$ cat src/fwsr_pkg.sv
// Shared constants, states and state records of the flash erase status host controller
package fwsr_pkg;

	// ==========================================================
	// Clock and flash bus cycle timing
	localparam int CLK_NS    = 10;
	localparam int T_RD_NS   = 100;
	localparam int T_WP_NS   = 50;
	localparam int T_REC_NS  = 30;
	localparam logic [3:0] RD_CYC  = 4'((T_RD_NS + CLK_NS - 1) / CLK_NS);
	localparam logic [3:0] WP_CYC  = 4'((T_WP_NS + CLK_NS - 1) / CLK_NS);
	localparam logic [3:0] REC_CYC = 4'((T_REC_NS + CLK_NS - 1) / CLK_NS);

	// ==========================================================
	// Flash command cycles
	localparam logic [20:0] UNLK_A1 = 21'h000555;
	localparam logic [20:0] UNLK_A2 = 21'h0002AA;
	localparam logic [7:0]  UNLK_D1 = 8'hAA;
	localparam logic [7:0]  UNLK_D2 = 8'h55;
	localparam logic [7:0]  ERS_SETUP = 8'h80;
	localparam logic [7:0]  SEC_ERASE = 8'h30;
	localparam logic [7:0]  FL_RESET  = 8'hF0;
	localparam logic [2:0]  ERS_LAST  = 3'h5;

	// ==========================================================
	// Status byte bit positions
	localparam int DATA_POLL_POS  = 7;
	localparam int TOGGLE_ONE_POS = 6;
	localparam int FAIL_POS       = 5;
	localparam int TIMER_POS      = 3;

	// ==========================================================
	// Register map (byte addresses) and fields
	localparam logic [7:0] REG_CTRL     = 8'h00;
	localparam logic [7:0] REG_SECTOR   = 8'h04;
	localparam logic [7:0] REG_STATUS   = 8'h08;
	localparam logic [7:0] REG_IRQ_STAT = 8'h0C;
	localparam logic [7:0] REG_IRQ_MASK = 8'h10;
	localparam logic [1:0] CMD_ERASE = 2'h1;
	localparam logic [1:0] CMD_ADD   = 2'h2;
	localparam logic [1:0] CMD_POLL  = 2'h3;
	localparam int IRQ_DONE = 0;
	localparam int IRQ_REJ  = 1;
	localparam int IRQ_FAIL = 2;
	localparam logic [1:0] RESP_OKAY   = 2'h0;
	localparam logic [1:0] RESP_SLVERR = 2'h2;

	// ==========================================================
	// State types
	typedef enum logic [1:0] {C_IDLE, C_ACT, C_REC} fwsr_cyc_e;

	typedef enum logic [3:0] {
		S_IDLE, S_ER_W, S_ACC_R1, S_ACC_R2, S_TMR_R, S_ADD_PRE, S_ADD_W,
		S_ADD_POST, S_POLL_R1, S_POLL_R2, S_POLL_R3, S_RST_W, S_FIN
	} fwsr_st_e;

	typedef struct packed {
		fwsr_cyc_e   st;
		logic [3:0]  cnt;
		logic        we;
		logic [20:0] addr;
		logic [7:0]  wd;
		logic [7:0]  rd;
		logic        done;
	} fwsr_cyc_s;

	typedef struct packed {
		fwsr_st_e    st;
		logic [2:0]  step;
		logic        pend;
		logic [7:0]  first;
		logic [7:0]  last;
		logic [20:0] sector;
		logic        accepted;
		logic        timer_hi;
		logic        rejected;
		logic        fail;
		logic        running;
		logic [2:0]  irq_stat;
		logic [2:0]  irq_mask;
		logic        go;
		logic        we;
		logic [20:0] addr;
		logic [7:0]  wd;
		logic        bvalid;
		logic [1:0]  bresp;
		logic        rvalid;
		logic [1:0]  rresp;
		logic [31:0] rdata;
	} fwsr_main_s;

endpackage

$ cat src/fwsr_cyc.sv
// One asynchronous flash bus cycle (read or write) paced from the system clock
`timescale 1ns/1ps
module fwsr_cyc import fwsr_pkg::*; (
	input  wire logic        clk,     // System clock
	input  wire logic        rst,     // Sync reset, high
	input  wire logic        go,      // Start one cycle
	input  wire logic        we,      // 1 write, 0 read
	input  wire logic [20:0] addr,    // Cycle address
	input  wire logic [7:0]  wdata,   // Write byte
	output logic             done,    // Cycle finished pulse
	output logic [7:0]       rdata,   // Byte sampled on read
	output logic [20:0]      fl_addr, // Flash address pins
	output logic [7:0]       dq_o,    // Data bus drive value
	output logic             dq_oe,   // Data bus drive enable
	input  wire logic [7:0]  dq_i,    // Data bus level
	output logic             ce_n,    // Chip enable, low
	output logic             oe_n,    // Output enable, low
	output logic             we_n     // Write enable, low
);
	fwsr_cyc_s s_r, s_nxt;

	// ==========================================================
	// Cycle sequencer
	always_comb begin
		s_nxt = s_r;
		s_nxt.done = 1'b0;
		case (s_r.st)
			C_IDLE: begin
				if (go) begin
					s_nxt.st = C_ACT;
					s_nxt.cnt = we ? WP_CYC : RD_CYC;
					s_nxt.we = we;
					s_nxt.addr = addr;
					s_nxt.wd = wdata;
				end
			end
			C_ACT: begin
				if (s_r.cnt == 4'h1) begin
					s_nxt.st = C_REC;
					s_nxt.cnt = REC_CYC;
					// Sample at the end of the strobe, after access time
					if (!s_r.we) s_nxt.rd = dq_i;
				end else begin
					s_nxt.cnt = s_r.cnt - 4'h1;
				end
			end
			C_REC: begin
				if (s_r.cnt == 4'h1) begin
					s_nxt.st = C_IDLE;
					s_nxt.done = 1'b1;
				end else begin
					s_nxt.cnt = s_r.cnt - 4'h1;
				end
			end
			default: s_nxt.st = C_IDLE;
		endcase
	end

	always_ff @(posedge clk) begin
		if (rst) s_r <= '0;
		else s_r <= s_nxt;
	end

	assign done = s_r.done;
	assign rdata = s_r.rd;
	assign fl_addr = s_r.addr;
	assign dq_o = s_r.wd;
	// Data held through recovery so the device sees hold time after strobe
	assign dq_oe = s_r.we && (s_r.st != C_IDLE);
	assign ce_n = (s_r.st != C_ACT);
	assign oe_n = !((s_r.st == C_ACT) && !s_r.we);
	assign we_n = !((s_r.st == C_ACT) && s_r.we);

	// ==========================================================
	// Checks
	property p_read_strobe_len;
		@(posedge clk) disable iff (rst)
		$fell(oe_n) |-> !oe_n [*8] ##1 !oe_n ##1 !oe_n ##1 oe_n;
	endproperty
	a_read_strobe_len: assert property (p_read_strobe_len) else $error("read strobe length wrong");

	property p_bus_quiet;
		@(posedge clk) disable iff (rst)
		!(dq_oe && !oe_n);
	endproperty
	a_bus_quiet: assert property (p_bus_quiet) else $error("drive during read");
endmodule

$ cat src/fwsr_top.sv
// Host controller: erase, add-sector and status polling of a parallel flash, AXI4-Lite control
`timescale 1ns/1ps
module fwsr_top import fwsr_pkg::*; (
	input  wire logic        CLK,              // 100 MHz clock
	input  wire logic        RST,              // Sync reset, high
	input  wire logic [7:0]  AWADDR,           // AXI write address
	input  wire logic        AWVALID,          // AXI write address valid
	output logic             AWREADY,          // AXI write address ready
	input  wire logic [31:0] WDATA,            // AXI write data
	input  wire logic [3:0]  WSTRB,            // AXI byte strobes
	input  wire logic        WVALID,           // AXI write data valid
	output logic             WREADY,           // AXI write data ready
	output logic [1:0]       BRESP,            // AXI write response
	output logic             BVALID,           // AXI write response valid
	input  wire logic        BREADY,           // AXI write response ready
	input  wire logic [7:0]  ARADDR,           // AXI read address
	input  wire logic        ARVALID,          // AXI read address valid
	output logic             ARREADY,          // AXI read address ready
	output logic [31:0]      RDATA,            // AXI read data
	output logic [1:0]       RRESP,            // AXI read response
	output logic             RVALID,           // AXI read data valid
	input  wire logic        RREADY,           // AXI read data ready
	output logic             IRQ,              // Level interrupt, high
	output logic [20:0]      FL_ADDR,          // Flash address
	output logic [7:0]       FL_DQ_O,          // Flash data out
	output logic             FL_DQ_OE,         // Flash data drive enable
	input  wire logic [7:0]  FL_DQ_I,          // Flash data in
	output logic             FL_CE_N,          // Flash chip enable
	output logic             FL_OE_N,          // Flash output enable
	output logic             FL_WE_N,          // Flash write enable
	input  wire logic        READY_BUSY_OUT_N  // Flash ready/busy level
);
	fwsr_main_s s_r, s_nxt;
	logic       cyc_done;
	logic [7:0] cyc_rd;
	logic       wr_fire;
	logic       rd_fire;

	fwsr_cyc fwsr_cyc_inst (
		.clk     (CLK),
		.rst     (RST),
		.go      (s_r.go),
		.we      (s_r.we),
		.addr    (s_r.addr),
		.wdata   (s_r.wd),
		.done    (cyc_done),
		.rdata   (cyc_rd),
		.fl_addr (FL_ADDR),
		.dq_o    (FL_DQ_O),
		.dq_oe   (FL_DQ_OE),
		.dq_i    (FL_DQ_I),
		.ce_n    (FL_CE_N),
		.oe_n    (FL_OE_N),
		.we_n    (FL_WE_N)
	);

	assign wr_fire = AWVALID && WVALID && !s_r.bvalid;
	assign rd_fire = ARVALID && !s_r.rvalid;
	assign AWREADY = wr_fire;
	assign WREADY = wr_fire;
	assign ARREADY = !s_r.rvalid;
	assign BVALID = s_r.bvalid;
	assign BRESP = s_r.bresp;
	assign RVALID = s_r.rvalid;
	assign RRESP = s_r.rresp;
	assign RDATA = s_r.rdata;
	assign IRQ = |(s_r.irq_stat & s_r.irq_mask);

	// ==========================================================
	// Sequencer, register file and bus slave
	always_comb begin
		logic [2:0] irq_set;
		logic [2:0] irq_clr;
		irq_set = 3'h0;
		irq_clr = 3'h0;
		s_nxt = s_r;
		s_nxt.go = 1'b0;

		// Flash cycle issue: one per state (one per step in S_ER_W), then wait for its end
		if (s_r.st != S_IDLE && s_r.st != S_FIN && !s_r.pend && !s_r.go) begin
			s_nxt.go = 1'b1;
			s_nxt.pend = 1'b1;
			s_nxt.we = 1'b0;
			s_nxt.addr = s_r.sector;
			s_nxt.wd = 8'h00;
			case (s_r.st)
				S_ER_W: begin
					s_nxt.we = 1'b1;
					case (s_r.step)
						3'h0, 3'h3: begin s_nxt.addr = UNLK_A1; s_nxt.wd = UNLK_D1; end
						3'h1, 3'h4: begin s_nxt.addr = UNLK_A2; s_nxt.wd = UNLK_D2; end
						3'h2: begin s_nxt.addr = UNLK_A1; s_nxt.wd = ERS_SETUP; end
						default: s_nxt.wd = SEC_ERASE;
					endcase
				end
				S_ADD_W: begin
					s_nxt.we = 1'b1;
					s_nxt.wd = SEC_ERASE;
				end
				S_RST_W: begin
					s_nxt.we = 1'b1;
					s_nxt.wd = FL_RESET;
				end
				default: s_nxt.we = 1'b0;
			endcase
		end

		if (cyc_done) begin
			s_nxt.pend = 1'b0;
			s_nxt.last = cyc_rd;
			case (s_r.st)
				S_ER_W: begin
					if (s_r.step == ERS_LAST) s_nxt.st = S_ACC_R1;
					s_nxt.step = s_r.step + 3'h1;
				end
				S_ACC_R1: begin
					s_nxt.first = cyc_rd;
					s_nxt.st = S_ACC_R2;
				end
				S_ACC_R2: begin
					// Toggling proves the sequence was taken
					s_nxt.accepted = cyc_rd[TOGGLE_ONE_POS] != s_r.first[TOGGLE_ONE_POS];
					s_nxt.rejected = !s_nxt.accepted;
					s_nxt.st = s_nxt.accepted ? S_TMR_R : S_FIN;
				end
				S_TMR_R: begin
					s_nxt.timer_hi = cyc_rd[TIMER_POS];
					s_nxt.st = S_FIN;
				end
				S_ADD_PRE: begin
					s_nxt.timer_hi = cyc_rd[TIMER_POS];
					// Erase already started: the device would drop the command
					s_nxt.rejected = cyc_rd[TIMER_POS];
					s_nxt.st = cyc_rd[TIMER_POS] ? S_FIN : S_ADD_W;
				end
				S_ADD_W: s_nxt.st = S_ADD_POST;
				S_ADD_POST: begin
					s_nxt.timer_hi = cyc_rd[TIMER_POS];
					s_nxt.rejected = cyc_rd[TIMER_POS];
					s_nxt.accepted = !cyc_rd[TIMER_POS];
					s_nxt.st = S_FIN;
				end
				S_POLL_R1: begin
					s_nxt.first = cyc_rd;
					s_nxt.st = S_POLL_R2;
				end
				S_POLL_R2: begin
					s_nxt.first = cyc_rd;
					if (cyc_rd[TOGGLE_ONE_POS] == s_r.first[TOGGLE_ONE_POS]) begin
						s_nxt.st = S_FIN;
					end else if (cyc_rd[FAIL_POS]) begin
						// Toggle may have stopped just as the fail bit rose
						s_nxt.st = S_POLL_R3;
					end else begin
						s_nxt.running = 1'b1;
						s_nxt.st = S_FIN;
					end
				end
				S_POLL_R3: begin
					if (cyc_rd[TOGGLE_ONE_POS] == s_r.first[TOGGLE_ONE_POS]) begin
						s_nxt.st = S_FIN;
					end else begin
						s_nxt.fail = 1'b1;
						s_nxt.st = S_RST_W;
					end
				end
				default: s_nxt.st = S_FIN;
			endcase
		end

		if (s_r.st == S_FIN) begin
			irq_set[IRQ_DONE] = 1'b1;
			irq_set[IRQ_REJ] = s_r.rejected;
			irq_set[IRQ_FAIL] = s_r.fail;
			s_nxt.st = S_IDLE;
		end

		// Register writes
		if (s_r.bvalid && BREADY) s_nxt.bvalid = 1'b0;
		if (wr_fire) begin
			s_nxt.bvalid = 1'b1;
			s_nxt.bresp = RESP_OKAY;
			case (AWADDR)
				REG_CTRL: begin
					if (WSTRB[0] && s_r.st == S_IDLE && WDATA[1:0] != 2'h0) begin
						s_nxt.step = 3'h0;
						s_nxt.pend = 1'b0;
						s_nxt.accepted = 1'b0;
						s_nxt.rejected = 1'b0;
						s_nxt.fail = 1'b0;
						s_nxt.running = 1'b0;
						case (WDATA[1:0])
							CMD_ERASE: s_nxt.st = S_ER_W;
							CMD_ADD: s_nxt.st = S_ADD_PRE;
							default: s_nxt.st = S_POLL_R1;
						endcase
					end
				end
				REG_SECTOR: begin
					for (int i = 0; i < 3; i++) begin
						if (WSTRB[i] && s_r.st == S_IDLE) begin
							if (i == 2) s_nxt.sector[20:16] = WDATA[20:16];
							else s_nxt.sector[i*8 +: 8] = WDATA[i*8 +: 8];
						end
					end
				end
				REG_STATUS: s_nxt.bresp = RESP_OKAY;
				REG_IRQ_STAT: if (WSTRB[0]) irq_clr = WDATA[2:0];
				REG_IRQ_MASK: if (WSTRB[0]) s_nxt.irq_mask = WDATA[2:0];
				default: s_nxt.bresp = RESP_SLVERR;
			endcase
		end
		// Set wins over a same-cycle clear
		s_nxt.irq_stat = (s_r.irq_stat & ~irq_clr) | irq_set;

		// Register reads
		if (s_r.rvalid && RREADY) s_nxt.rvalid = 1'b0;
		if (rd_fire) begin
			s_nxt.rvalid = 1'b1;
			s_nxt.rresp = RESP_OKAY;
			s_nxt.rdata = 32'h00000000;
			case (ARADDR)
				REG_CTRL: s_nxt.rdata = 32'h00000000;
				REG_SECTOR: s_nxt.rdata = {11'h000, s_r.sector};
				REG_STATUS: s_nxt.rdata = {16'h0000, s_r.last, READY_BUSY_OUT_N,
					s_r.running, 1'b0, s_r.fail, s_r.rejected, s_r.timer_hi,
					s_r.accepted, s_r.st != S_IDLE};
				REG_IRQ_STAT: s_nxt.rdata = {29'h00000000, s_r.irq_stat};
				REG_IRQ_MASK: s_nxt.rdata = {29'h00000000, s_r.irq_mask};
				default: s_nxt.rresp = RESP_SLVERR;
			endcase
		end
	end

	always_ff @(posedge CLK) begin
		if (RST) s_r <= '0;
		else s_r <= s_nxt;
	end

	// ==========================================================
	// Checks
	property p_timer_after_accept;
		@(posedge CLK) disable iff (RST)
		(s_r.st == S_TMR_R) |-> s_r.accepted && $past(s_r.st == S_ACC_R2 || s_r.st == S_TMR_R);
	endproperty
	a_timer_after_accept: assert property (p_timer_after_accept) else $error("timer read before acceptance");

	property p_pre_check;
		@(posedge CLK) disable iff (RST)
		(s_r.st == S_ADD_W && $past(s_r.st) != S_ADD_W) |-> $past(s_r.st) == S_ADD_PRE && !s_r.timer_hi;
	endproperty
	a_pre_check: assert property (p_pre_check) else $error("add sector without prior timer check");

	property p_post_check;
		@(posedge CLK) disable iff (RST)
		(s_r.st == S_ADD_W && cyc_done) |=> s_r.st == S_ADD_POST ##[1:40] (s_r.st == S_FIN);
	endproperty
	a_post_check: assert property (p_post_check) else $error("no timer check after add sector");

	property p_valid_addr;
		@(posedge CLK) disable iff (RST)
		(s_r.go && !s_r.we) |-> s_r.addr == s_r.sector;
	endproperty
	a_valid_addr: assert property (p_valid_addr) else $error("status read at foreign address");

	c_erase_ok: cover property (@(posedge CLK) disable iff (RST)
		s_r.st == S_TMR_R && cyc_done);
	c_add_rej: cover property (@(posedge CLK) disable iff (RST)
		s_r.st == S_ADD_POST && cyc_done && cyc_rd[TIMER_POS]);
	c_fail: cover property (@(posedge CLK) disable iff (RST)
		s_r.st == S_RST_W);
endmodule

$ cat config.mk
export PLATFORM = sky130hd
export DESIGN_NAME = fwsr_top
export DESIGN_NICKNAME = d
export VERILOG_FILES = /design/src/fwsr_pkg.sv /design/src/fwsr_cyc.sv /design/src/fwsr_top.sv
export SDC_FILE = /design/constraint.sdc
export NUM_CORES = 1
export LEC_CHECK = 0
export BUFFER_PORTS_ARGS = -buffer_cell sky130_fd_sc_hd__buf_2
export CORE_ASPECT_RATIO = 1.4
export CORE_MARGIN = 3
export CORE_UTILIZATION = 59
export CTS_CLUSTER_SIZE = 10
export DETAILED_ROUTE_END_ITERATION = 10
export PLACE_DENSITY = 0.9
export SYNTH_ARGS = -nofsm -noshare
export SYNTH_HDL_FRONTEND = slang
export SYNTH_SLANG_ARGS = --single-unit
$ cat constraint.sdc
create_clock -name CLK -period 5.9 [get_ports CLK]
set_input_delay 0 -clock CLK [delete_from_list [all_inputs] [get_ports CLK]]
set_output_delay 0 -clock CLK [all_outputs]
set_load 0.02 [all_outputs]
==> results of run 1 <==
[per-stage QoR]
step | hold WS, ns | utilization | std cells | power [mW] | setup slack [ns]
3_5_place_dp | 0.202 | 0.629 | 944 | 1.09 | 3.34
6_report | 0.00862 | 0.718 | 1011 | 2.26 | 3.23
2_1_floorplan | 0.0990 | - | 789 | 1.07 | 3.99
5_1_grt | 0.00674 | 0.718 | 1011 | 2.30 | 3.04
3_3_place_gp | 0.185 | 0.629 | 944 | 1.09 | 3.41
4_1_cts | 0.00688 | 0.718 | 1011 | 2.23 | 3.32
[worst max-delay path: cells and delay by family (launching register included)]
| kind | cells | cell delay [ns] |
|---|---|---|
| flops | 1 | 0.62 |
| simple gates | 2 | 0.46 |
| compound gates | 3 | 1.52 |
[state kept, by name (all words and copies together), names as in the netlist]
signal and count:
fwsr_cyc_inst.rdata 8, BVALID 1, RVALID 1, fwsr_cyc_inst.s_r 7, fwsr_cyc_inst.done 1, BRESP 1
RDATA 21, RRESP 1, s_r 78, fwsr_cyc_inst.dq_o 6, fwsr_cyc_inst.fl_addr 21
[cell type report]
| cell class | instances | area [um^2] | area share |
|---|---|---|---|
| multi-input cells | 509 | 3120 | 0.394 |
| flip-flops and latches | 146 | 2920 | 0.369 |
| repair buffers | 157 | 976 | 0.123 |
| clock buffers | 20 | 447 | 0.0564 |
| clock inverters | 12 | 180 | 0.0227 |
| well taps | 141 | 176 | 0.0223 |
| inverters | 26 | 97.6 | 0.0123 |
[cell families after synthesis]
kind of cell,after synthesis,synth area share
AND/OR/NAND/NOR,262,0.180
buffers and inverters,134,0.113
XOR/XNOR,5,0.00649
flip-flops,146,0.433
AO/OA/AOI/OAI,173,0.180
multiplexers,43,0.0639
other,1,0.000555
adder cells (fa/ha/maj),13,0.0241
[metal layers]
layer | up-vias | track usage | part of all wire
met5 | - | 0 | 0
met1 | 2822 | 0.348 | 0.36
met3 | 101 | 0.0728 | 0.083
met2 | 390 | 0.501 | 0.49
met4 | 0 | 0.189 | 0.061
li1 | 2786 | - | -
[cell usage in the layout, fill, tap and decap left out, drive strengths merged, types with 7 or more instances in the layout]
cell type    count
nand2           86
ha              13
nor3            16
a221oi           8
dlygate4sd3     35
mux2i           42
dfxtp          146
clkbuf          20
a211oi          13
o21ai           18
conb            13
a22o            25
buf            122
a22oi           21
nor2b           12
nor2           107
a21oi           51
inv             27
nand2b           7
[path summary, 6_finish.rpt]
path | from | to | slack (ns)
max | s_r[124] | s_r[47] | 3.23
min | READY_BUSY_OUT_N | RDATA[7] | 0.009
max reg2reg | s_r[124] | s_r[47] | 3.23
min reg2reg | fwsr_cyc_inst.fl_addr[2] | fwsr_cyc_inst.fl_addr[2] | 0.45
[where the power goes]
group / internal (mW) / switching, mW / total (mW)
clock network: 0.721 / 0.445 / 1.17
logic: 0.0392 / 0.0624 / 0.102
registers: 0.988 / 0.00178 / 0.989
total: 1.75 / 0.509 / 2.26
==> results by group, run 1 <==
Run status
  • Status: completed

Die
  • Die Y: 133 um
  • Die Area: 12800 um^2
  • Die width: 96.4 um
  • FP Rows: 45
  • Ports: 143
  • Core region area: between 10000 and 15000 um^2
  • Starting density of the core: 0.612

GRT
  • Largest net degree at the start of global routing: 68
  • Number of antenna violations at the first check in global routing: 0
  • First-pass GRT wire length: approximately 30000 um
  • GRT overflow: 0
  • Vias in the first global route: 5913
  • Global-route usage over all layers: 0.305

Synth
  • Ranking of synthesized cells by area: dfxtp_1 (43%), buf_4 (7.3%), mux2i_1 (6.2%), nor2_1 (5.9%), nand2_1 (4.8%)
  • Main synth FF type: dfxtp_1
  • Synthesis Warnings: 0
  • Distinct cells, synth: 64
  • Post-synth top area share: 0.433
  • Post-synth EDFFs: 0
  • Seq/Total Area, Yosys: 0.433
  • Post-synthesis register bit count: 146
  • Synth Instances: 777
  • Asr flop ratio synth: 0
  • Avg Inst Size Synth: 8.69 um^2
  • Synth top cells by count: dfxtp_1 (146), nor2_1 (107), nand2_1 (86)
  • Most frequent cell after synthesis: dfxtp_1
  • Post-Syn Area: 6750 um^2
  • Largest area contributor in the netlist: dfxtp_1

Timing
  • Fin crit share: 0.452
  • Final Max Slew Viols: 0
  • Setup TNS: 0 ns
  • F_max: 375 MHz
  • Clock skew: 0.0182 ns
  • Unrepaired setup endpoints after global routing: false
  • Final hold violations: 0
  • Setup violations, final: 0
  • Fin crit period: 2.67 ns
  • Rel. slew slack: 0.297
  • Worst Max-Slew Pin Slew: 1.05 ns

Clock tree
  • Clk root buf: clkbuf_16
  • CTS tree: built
  • H-tree depth: 4
  • Num CTS Buffers: 17
  • Num Clock Sinks: 146
  • Max clock buf depth: 2
  • Clk slew on worst S/H paths: 0.07 ns
  • # Post-CTS Setup Buffers: 0
  • Hold-fix buffers at CTS: 35
  • Worst-Skew Late Latency: 0.44 ns
  • CTS resizes: 0

Critical path
  • Crit Path Max Fanout: 14
  • Worst setup path class: reg -> reg
  • CP max stage cell: a21oi_1
  • Slowest stage delay, CP: 0.79 ns
  • Worst path cell trace: nand2b_1 -> a311o_1 -> a21oi_1 -> a221oi_1 -> nor2_1
  • Worst Setup Start Kind: flop
  • Worst r2r path cells: 5
  • CP Data Required Time: approximately 6.3 ns
  • Worst setup EP type: flop
  • Crit path DAT: 3.02 ns

Drt
  • Via count: 6099
  • WL final: 19000 um
  • Routed length per instance: 18.7 um
  • DRT antenna net count: 0
  • Initial detailed-routing violation count: 586
  • Iteration count of the initial detailed-routing pass: 5
  • Via/cell ratio: 6.03
  • DRC: 0

Cells and area
  • Ant diodes: 0
  • Syn-to-layout area delta: 17.3%
  • Filler cells: 781
  • Share of cells above drive strength 1: 0.190
  • Final nets: 938
  • Design area: 7920 um^2

Placed design
  • HPWL Detailed: 11100 um
  • Cell area after placement: about 7000 um^2
  • PortBufs: around 120
  • Gpl congestion: 0.896

Worst hold path
  • Worst Hold Path Cells: 4
  • Hold Path Class: in -> reg

Power
  • Pwr Density: 285 nW/um^2
  • VDD IR max: 0.326 mV
  • Lkg Pwr: about 3.4 nW

Flow run
  • Max-cap violations: 0
(Power assumes the default switching activity.)
==> run 2: changes to the inputs <==
- ABC_AREA: default -> 1
- CORE_UTILIZATION: 59 -> 50
- PLACE_DENSITY: 0.9 -> 0.82
- clock period: 5.9 -> 2.2 ns (I/O delays scaled with it)
==> run 2 against run 1 <==
Compared with the run above: sequential power grew to 2.8 times the previous value; critical path depth is 2 higher; hold slack better by 0.012 ns; clock power is 140% higher; largest power group unchanged; wire length is 7.3% lower; combinational power grew to 4.8 times the previous value; die area is 20% higher; design area is 3.5% higher; critical endpoint is now s_r[96]; sequential share of layout area is 1.2 points lower; sequential cell count stayed put.
==> results by group, run 2 <==
Clock tree
  • Num CTS Buffers: 17 (unchanged)
  • Clk slew on worst S/H paths: 0.07 ns (about the same)
  • CTS tree: built (unchanged)
  • # Post-CTS Setup Buffers: 0 (unchanged)
  • CTS resizes: 0 (unchanged)
  • Num Clock Sinks: 146 (unchanged)
  • H-tree depth: 4 (unchanged)
  • Worst-Skew Late Latency: 0.42 ns (was 0.44 ns)
  • Clk root buf: clkbuf_16 (unchanged)
  • Max clock buf depth: 2 (unchanged)

Run status
  • Status: completed (unchanged)

Timing
  • Fin crit share: 0.891 (was 0.452)
  • Setup violations, final: 0 (unchanged)
  • Unrepaired setup endpoints after global routing: false (unchanged)
  • Fin crit period: 1.96 ns (was 2.67 ns)
  • Rel. slew slack: 0.587 (was 0.297)
  • Worst Max-Slew Pin Slew: 0.620 ns (was 1.05 ns)
  • F_max: 510 MHz (was 375 MHz)
  • Final Max Slew Viols: 0 (unchanged)
  • Clock skew: 0.00928 ns (was 0.0182 ns)
  • Setup TNS: 0 ns (unchanged)
  • Final hold violations: 0 (unchanged)
  • Final hold slack: 0.0210 ns (was 0.00862 ns)
  • Post-route setup slack: 0.239 ns (was 3.23 ns)

Cells and area
  • Top reg by flops: s_r (unchanged)
  • Commonest non-fill, non-tap cells in the layout: nand2_1 (148), dfxtp_1 (146), nor2_1 (136), buf_2 (117), a21oi_1 (103) (was dfxtp_1 (146), buf_2 (116), nor2_1 (107), nand2_1 (86), a21oi_1 (51))
  • Post-route core utilization: 0.610 (was 0.718)
  • Share of cells above drive strength 1: 0.175 (was 0.190)
  • Design area: 8200 um^2 (was 7920 um^2)
  • Final nets: 1142 (was 938)
  • Cell Count, Final, Fillers Out: 1256 (was 1011)
  • Ant diodes: 0 (unchanged)
  • Max reg flops: 78 (unchanged)
  • Syn-to-layout area delta: 18.5% (was 17.3%)
  • Commonest non-fill, non-tap cell in the layout: nand2_1 (was dfxtp_1)

Power
  • Lkg Pwr: 3.49 nW (was 3.36 nW)
  • Clock Power Share: 0.466 (was 0.516)
  • Pwr Density: 734 nW/um^2 (was 285 nW/um^2)
  • Internal: 4.48 mW (was 1.75 mW)
  • Gate power share: 0.082 (was 0.045)
  • Flop pwr share: 0.452 (was 0.439)
  • Switching share of power: 0.256 (was 0.226)
  • Switching pwr: 1.54 mW (was 0.509 mW)
  • Total Power: 6.02 mW (was 2.26 mW)
  • VDD IR max: 0.423 mV (was 0.326 mV)

Critical path
  • CP Data Required Time: 2.55 ns (was 6.25 ns)
  • Worst setup EP type: flop (unchanged)
  • Crit Path Max Fanout: 6 (was 14)
  • Worst R2R Setup Slack: 0.24 ns (was 3.23 ns)
  • Crit path DAT: 2.31 ns (was 3.02 ns)
  • Worst Setup Start Kind: flop (unchanged)
  • Worst r2r path cells: 7 (was 5)
  • Worst setup path class: reg -> reg (unchanged)

Placed design
  • PortBufs: 117 (unchanged)
  • Dpl ws: 0.323 ns (was 3.34 ns)
  • HPWL Detailed: 12500 um (was 11100 um)
  • Gpl congestion: 0.898 (was 0.896)
  • Cell area after placement: 7210 um^2 (was 6940 um^2)
  • Dpl cells: 1182 (was 944)

Synth
  • Post-Syn Area: 6920 um^2 (was 6750 um^2)
  • Avg Inst Size Synth: 7.21 um^2 (was 8.69 um^2)
  • Seq/Total Area, Yosys: 0.422 (was 0.433)
  • Post-synthesis register bit count: 146 (unchanged)
  • Post-synth top area share: 0.422 (was 0.433)
  • Most frequent cell after synthesis: nand2_1 (was dfxtp_1)
  • Main synth FF type: dfxtp_1 (unchanged)
  • Synthesis Warnings: 0 (unchanged)
  • Post-synth EDFFs: 0 (unchanged)
  • Synth top cells by count: nand2_1 (148), dfxtp_1 (146), nor2_1 (136) (was dfxtp_1 (146), nor2_1 (107), nand2_1 (86))
  • Asr flop ratio synth: 0 (unchanged)
  • Distinct cells, synth: 39 (was 64)
  • Synth Instances: 959 (was 777)
  • Ranking of synthesized cells by area: dfxtp_1 (42%), nand2_1 (8.0%), a21oi_1 (7.5%), buf_4 (7.4%), nor2_1 (7.4%) (was dfxtp_1 (43%), buf_4 (7.3%), mux2i_1 (6.2%), nor2_1 (5.9%), nand2_1 (4.8%))
  • Largest area contributor in the netlist: dfxtp_1 (unchanged)

GRT
  • First-pass GRT wire length: 28600 um (was 30100 um)
  • GRT overflow: 0 (unchanged)
  • Number of antenna violations at the first check in global routing: 0 (unchanged)
  • Largest net degree at the start of global routing: 56 (was 68)
  • Vias in the first global route: 6188 (was 5913)
  • Global-route usage over all layers: 0.229 (was 0.305)

Drt
  • Initial detailed-routing violation count: 409 (was 586)
  • Via count: 6429 (was 6099)
  • Via/cell ratio: 5.12 (was 6.03)
  • DRC: 0 (unchanged)
  • Iteration count of the initial detailed-routing pass: 5 (unchanged)
  • WL final: 17600 um (was 19000 um)
  • DRT antenna net count: 0 (unchanged)
  • Routed length per instance: 14.0 um (was 18.7 um)

Die
  • Starting density of the core: 0.514 (was 0.612)
  • Core region area: 13500 um^2 (was 11000 um^2)
  • Ports: 143 (unchanged)
  • Die width: 105 um (was 96.4 um)
  • FP Rows: 50 (was 45)
  • Die Area: 15300 um^2 (was 12800 um^2)
  • Die Y: 145 um (was 133 um)

Worst hold path
  • Worst Hold Path Cells: 5 (was 4)
  • Hold Path Class: in -> reg (unchanged)

Flow run
  • Max-cap violations: 0 (unchanged)
run 2: changes by cell type after synthesis, sizes merged, moves of 12 or more:
cell   change
a21oi     +54
nand3     +51
a22o      -25
nand2     +65
a22oi     -21
nor3      -13
o21ai     +84
mux2i     -42
nor2b     -12
nor2      +37
inv       +66
run 2: layout make-up:
class	instances	area (um^2)
multi-input combinational	627	2990
inverter	95	364
clock buffer	17	425
sequential	146	2920
fill	1179	5250
clock inverter	15	148
tap	182	228
timing repair buffer	174	1120
run 2: cells by family (layout without fill, tap and decap cells):
logic type | Yosys count | after routing | share of synthesized area
compound gates | 225 | 225 | 0.169
xor+xnor | 3 | 3 | 0.00380
other cells | 1 | 13 | 0.000542
flops | 146 | 146 | 0.422
fa+ha+maj | 13 | 13 | 0.0235
simple gates | 373 | 373 | 0.229
buf+inv | 198 | 301 | 0.151
run 2: worst paths after layout:
kind / from / endpoint
setup / recovery: s_r[121] / s_r[96]
hold / removal: AWADDR[7] / s_r[117]
setup reg to reg: s_r[121] / s_r[96]
hold reg to reg: s_r[55] / fwsr_cyc_inst.fl_addr[9]
run 2: power groups by stage:
stage | clock [mW] | combinational (mW) | sequential, mW
finish | 2.80 | 0.493 | 2.72
global route | 2.96 | 0.546 | 2.73
CTS | 2.83 | 0.490 | 2.72
detailed placement | 0 | 0.439 | 2.78
global placement | 0 | 0.434 | 2.78
floorplan | 0 | 0.343 | 2.78
run 2: what timing repair did:
action                                 in CTS  in global routing
endpoints found under the hold margin      37                  0
setup endpoints to repair                   0                  0
hold buffers                               42                  0
run 2: critical path: stages (launching register included):
cell,delay (ns)
dfxtp_1,0.37
nor2_2,0.29
nand2_4,0.13
nor2_1,0.11
buf_4,0.15
nand4_1,0.10
dlygate4sd3_1,0.59
a21oi_1,0.14
run 2: metal layers:
metal | GRT usage | part of all wire | vias up
met2 | 0.422 | 0.53 | 207
met5 | 0 | 0 | -
met1 | 0.249 | 0.39 | 2930
met4 | 0.113 | 0.038 | 0
met3 | 0.0369 | 0.042 | 47
li1 | - | - | 3245
==> run 3: changes to the inputs <==
- CORE_UTILIZATION: 50 -> 59
- PLACE_DENSITY: 0.82 -> 0.9
- SETUP_SLACK_MARGIN: default -> 0.5
- clock period: 2.2 -> 2.3 ns (I/O delays scaled with it)
==> run 3 against run 2 <==
Compared with the run above: the run now ends with DRC left; die area fell by 15%; sequential cell count did not move; final cell count fell by 3.6%; design area fell by 0.43%; non-clock buffer count fell by 8; critical path depth fell by 1; worst setup slack improved by 0.31 ns; register-to-register slack improved by 0.31 ns; first-iteration DRC count rose by 88%; clock skew fell by 0.00087 ns; clock-buffer cell count rose by 3; highest routed layer unchanged.
==> results by group, run 3 (same netlist as run 2, synthesis figures left out) <==
Run status
  • Status: finished with violations (was completed)
  • Failing checks: DRC

Drt
  • Iteration count of the initial detailed-routing pass: 11 (was 5)
  • WL final: 19400 um (was 17600 um)
  • Initial detailed-routing violation count: 767 (was 409)
  • Via/cell ratio: 5.65 (was 5.12)
  • Via count: 6844 (was 6429)
  • DRT antenna net count: 0 (unchanged)
  • Routed length per instance: 16.0 um (was 14.0 um)
  • DRC: 1 (was 0)

Cells and area
  • Footprint of the multi-input gates: 3020 um^2 (was 2990 um^2)
  • Commonest non-fill, non-tap cells in the layout: nand2_1 (144), dfxtp_1 (143), nor2_1 (135), buf_2 (117), a21oi_1 (102) (was nand2_1 (148), dfxtp_1 (146), nor2_1 (136), buf_2 (117), a21oi_1 (103))
  • Filler cells: 849 (was 1179)
  • Top reg by flops: s_r (unchanged)
  • Post-route core utilization: 0.716 (was 0.610)
  • Syn-to-layout area delta: 18.0% (was 18.5%)
  • FF/Latch Area: 2930 um^2 (was 2920 um^2)
  • Commonest non-fill, non-tap cell in the layout: nand2_1 (unchanged)
  • Share of cells above drive strength 1: 0.181 (was 0.175)
  • Final nets: 1135 (was 1142)
  • Max reg flops: 78 (unchanged)

Timing
  • Final Max Slew Viols: 0 (unchanged)
  • Fin crit share: 0.763 (was 0.891)
  • Fin crit period: 1.76 ns (was 1.96 ns)
  • Final hold violations: 0 (unchanged)
  • Clock skew: 0.00841 ns (was 0.00928 ns)
  • Unrepaired setup endpoints after global routing: false (unchanged)
  • Setup TNS: 0 ns (unchanged)
  • Worst Max-Slew Pin Slew: 0.628 ns (was 0.620 ns)
  • Setup violations, final: 0 (unchanged)
  • F_max: 570 MHz (was 510 MHz)
  • Rel. slew slack: 0.581 (was 0.587)

Clock tree
  • Clk root buf: clkbuf_16 (unchanged)
  • CTS tree: built (unchanged)
  • Num CTS Buffers: 17 (unchanged)
  • Max clock buf depth: 2 (unchanged)
  • Clk slew on worst S/H paths: 0.06 ns (was 0.07 ns)
  • # Post-CTS Setup Buffers: 0 (unchanged)
  • Worst-Skew Late Latency: 0.42 ns (about the same)
  • H-tree depth: 4 (unchanged)
  • Num Clock Sinks: 146 (unchanged)

Power
  • Pwr Density: 717 nW/um^2 (was 734 nW/um^2)
  • Total Power: 5.85 mW (was 6.02 mW)
  • Lkg Pwr: 3.47 nW (was 3.49 nW)
  • Clock Power Share: 0.471 (was 0.466)
  • Switching share of power: 0.235 (was 0.256)
  • Flop pwr share: 0.445 (was 0.452)
  • Internal: 4.48 mW (about the same)
  • VDD IR max: 0.486 mV (was 0.423 mV)
  • Gate power share: 0.083 (was 0.082)
  • Switching pwr: 1.38 mW (was 1.54 mW)

GRT
  • GRT overflow: 0 (unchanged)
  • Vias in the first global route: 6580 (was 6188)
  • Met3 GRT Util: 0.0682 (was 0.0369)
  • Largest net degree at the start of global routing: 60 (was 56)
  • Number of antenna violations at the first check in global routing: 1 (was 0)
  • Most crowded layer after global routing: met2 (unchanged)
  • Global-route usage over all layers: 0.292 (was 0.229)
  • Met2 track demand over resource: 0.523 (was 0.422)
  • Met1 Use GR: 0.311 (was 0.249)
  • First-pass GRT wire length: 30900 um (was 28600 um)

Critical path
  • RR Startpoint: s_r[124] (was s_r[121])
  • Critical Path Start: s_r[124] (was s_r[121])
  • Crit path DAT: 2.04 ns (was 2.31 ns)
  • Crit Path Max Fanout: 15 (was 6)
  • CP Data Required Time: 2.59 ns (was 2.55 ns)
  • Worst setup path class: reg -> reg (unchanged)
  • Worst setup EP type: flop (unchanged)
  • Worst Setup Start Kind: flop (unchanged)

Die
  • Die Area: 13100 um^2 (was 15300 um^2)
  • Starting density of the core: 0.607 (was 0.514)
  • Core region area: 11400 um^2 (was 13500 um^2)
  • Ports: 143 (unchanged)
  • Die width: 97.5 um (was 105 um)
  • FP Rows: 46 (was 50)
  • Die Y: 134 um (was 145 um)

Worst hold path
  • Hold_sp: AWADDR[7] (unchanged)
  • Hold Path Class: in -> reg (unchanged)

Placed design
  • Gpl congestion: 0.917 (was 0.898)
  • HPWL Detailed: 12700 um (was 12500 um)
  • PortBufs: 117 (unchanged)

Flow run
  • Max-cap violations: 0 (unchanged)
[run 3: through the flow]
| step | std cells | setup WS, ns | area (um^2) | hold slack (ns) |
|---|---|---|---|---|
| floorplan | 971 | 0.702 | 6960 | 0.135 |
| global placement | 1139 | 0.530 | 7130 | 0.222 |
| detailed placement | 1139 | 0.429 | 7130 | 0.228 |
| CTS | 1210 | 0.501 | 8130 | 0.000234 |
| global route | 1211 | 0.487 | 8160 | 0.0154 |
| finish | 1211 | 0.545 | 8160 | 0.00379 |
[run 3: final cells by class]
cell class              instances  share of cell area
diodes                          1            0.000307
multi-input cells             627               0.370
flip-flops and latches        146               0.358
well taps                     144              0.0221
repair inverters                1            0.000920
clock inverters                11              0.0169
inverters                      95              0.0461
repair buffers                166               0.130
clock buffers                  20              0.0547
[run 3: worst max-delay path: stages, from the launching register on]
cell,delay (ns)
dfxtp_1,0.37
nor2_4,0.21
nand2_4,0.13
nor3b_2,0.23
nand2_1,0.29
o21ai_0,0.32
a21oi_1,0.08
[run 3: worst paths after layout]
check | endpoint | slack (ns) | cells past startpoint
min reg2reg | s_r[103] | 0.46 | 2
max | s_r[88] | 0.54 | 6
min | s_r[117] | 0.004 | 5
max reg2reg | s_r[88] | 0.54 | 6
[run 3: repair_timing]
item                       in CTS  in global routing
setup endpoints to repair      14                 38
gates cloned                    1                  0
hold buffers                   39                  0
resized for setup               4                 14
hold endpoints to repair       38                  0
[run 3: layer usage]
metal,vias to the layer above,wire length [um]
met5,-,0
met4,0,1040
met3,107,1280
met2,357,10200
met1,3144,6880
li1,3236,-
[run 3: power by group through the flow]
stage / Sequential, mW / Clock (mW) / Combinational, mW
final: 2.61 / 2.76 / 0.486
after global routing: 2.61 / 2.89 / 0.531
after detailed placement: 2.66 / 0 / 0.419
after floorplan: 2.66 / 0 / 0.328
after global placement: 2.66 / 0 / 0.407
after CTS: 2.61 / 2.75 / 0.473
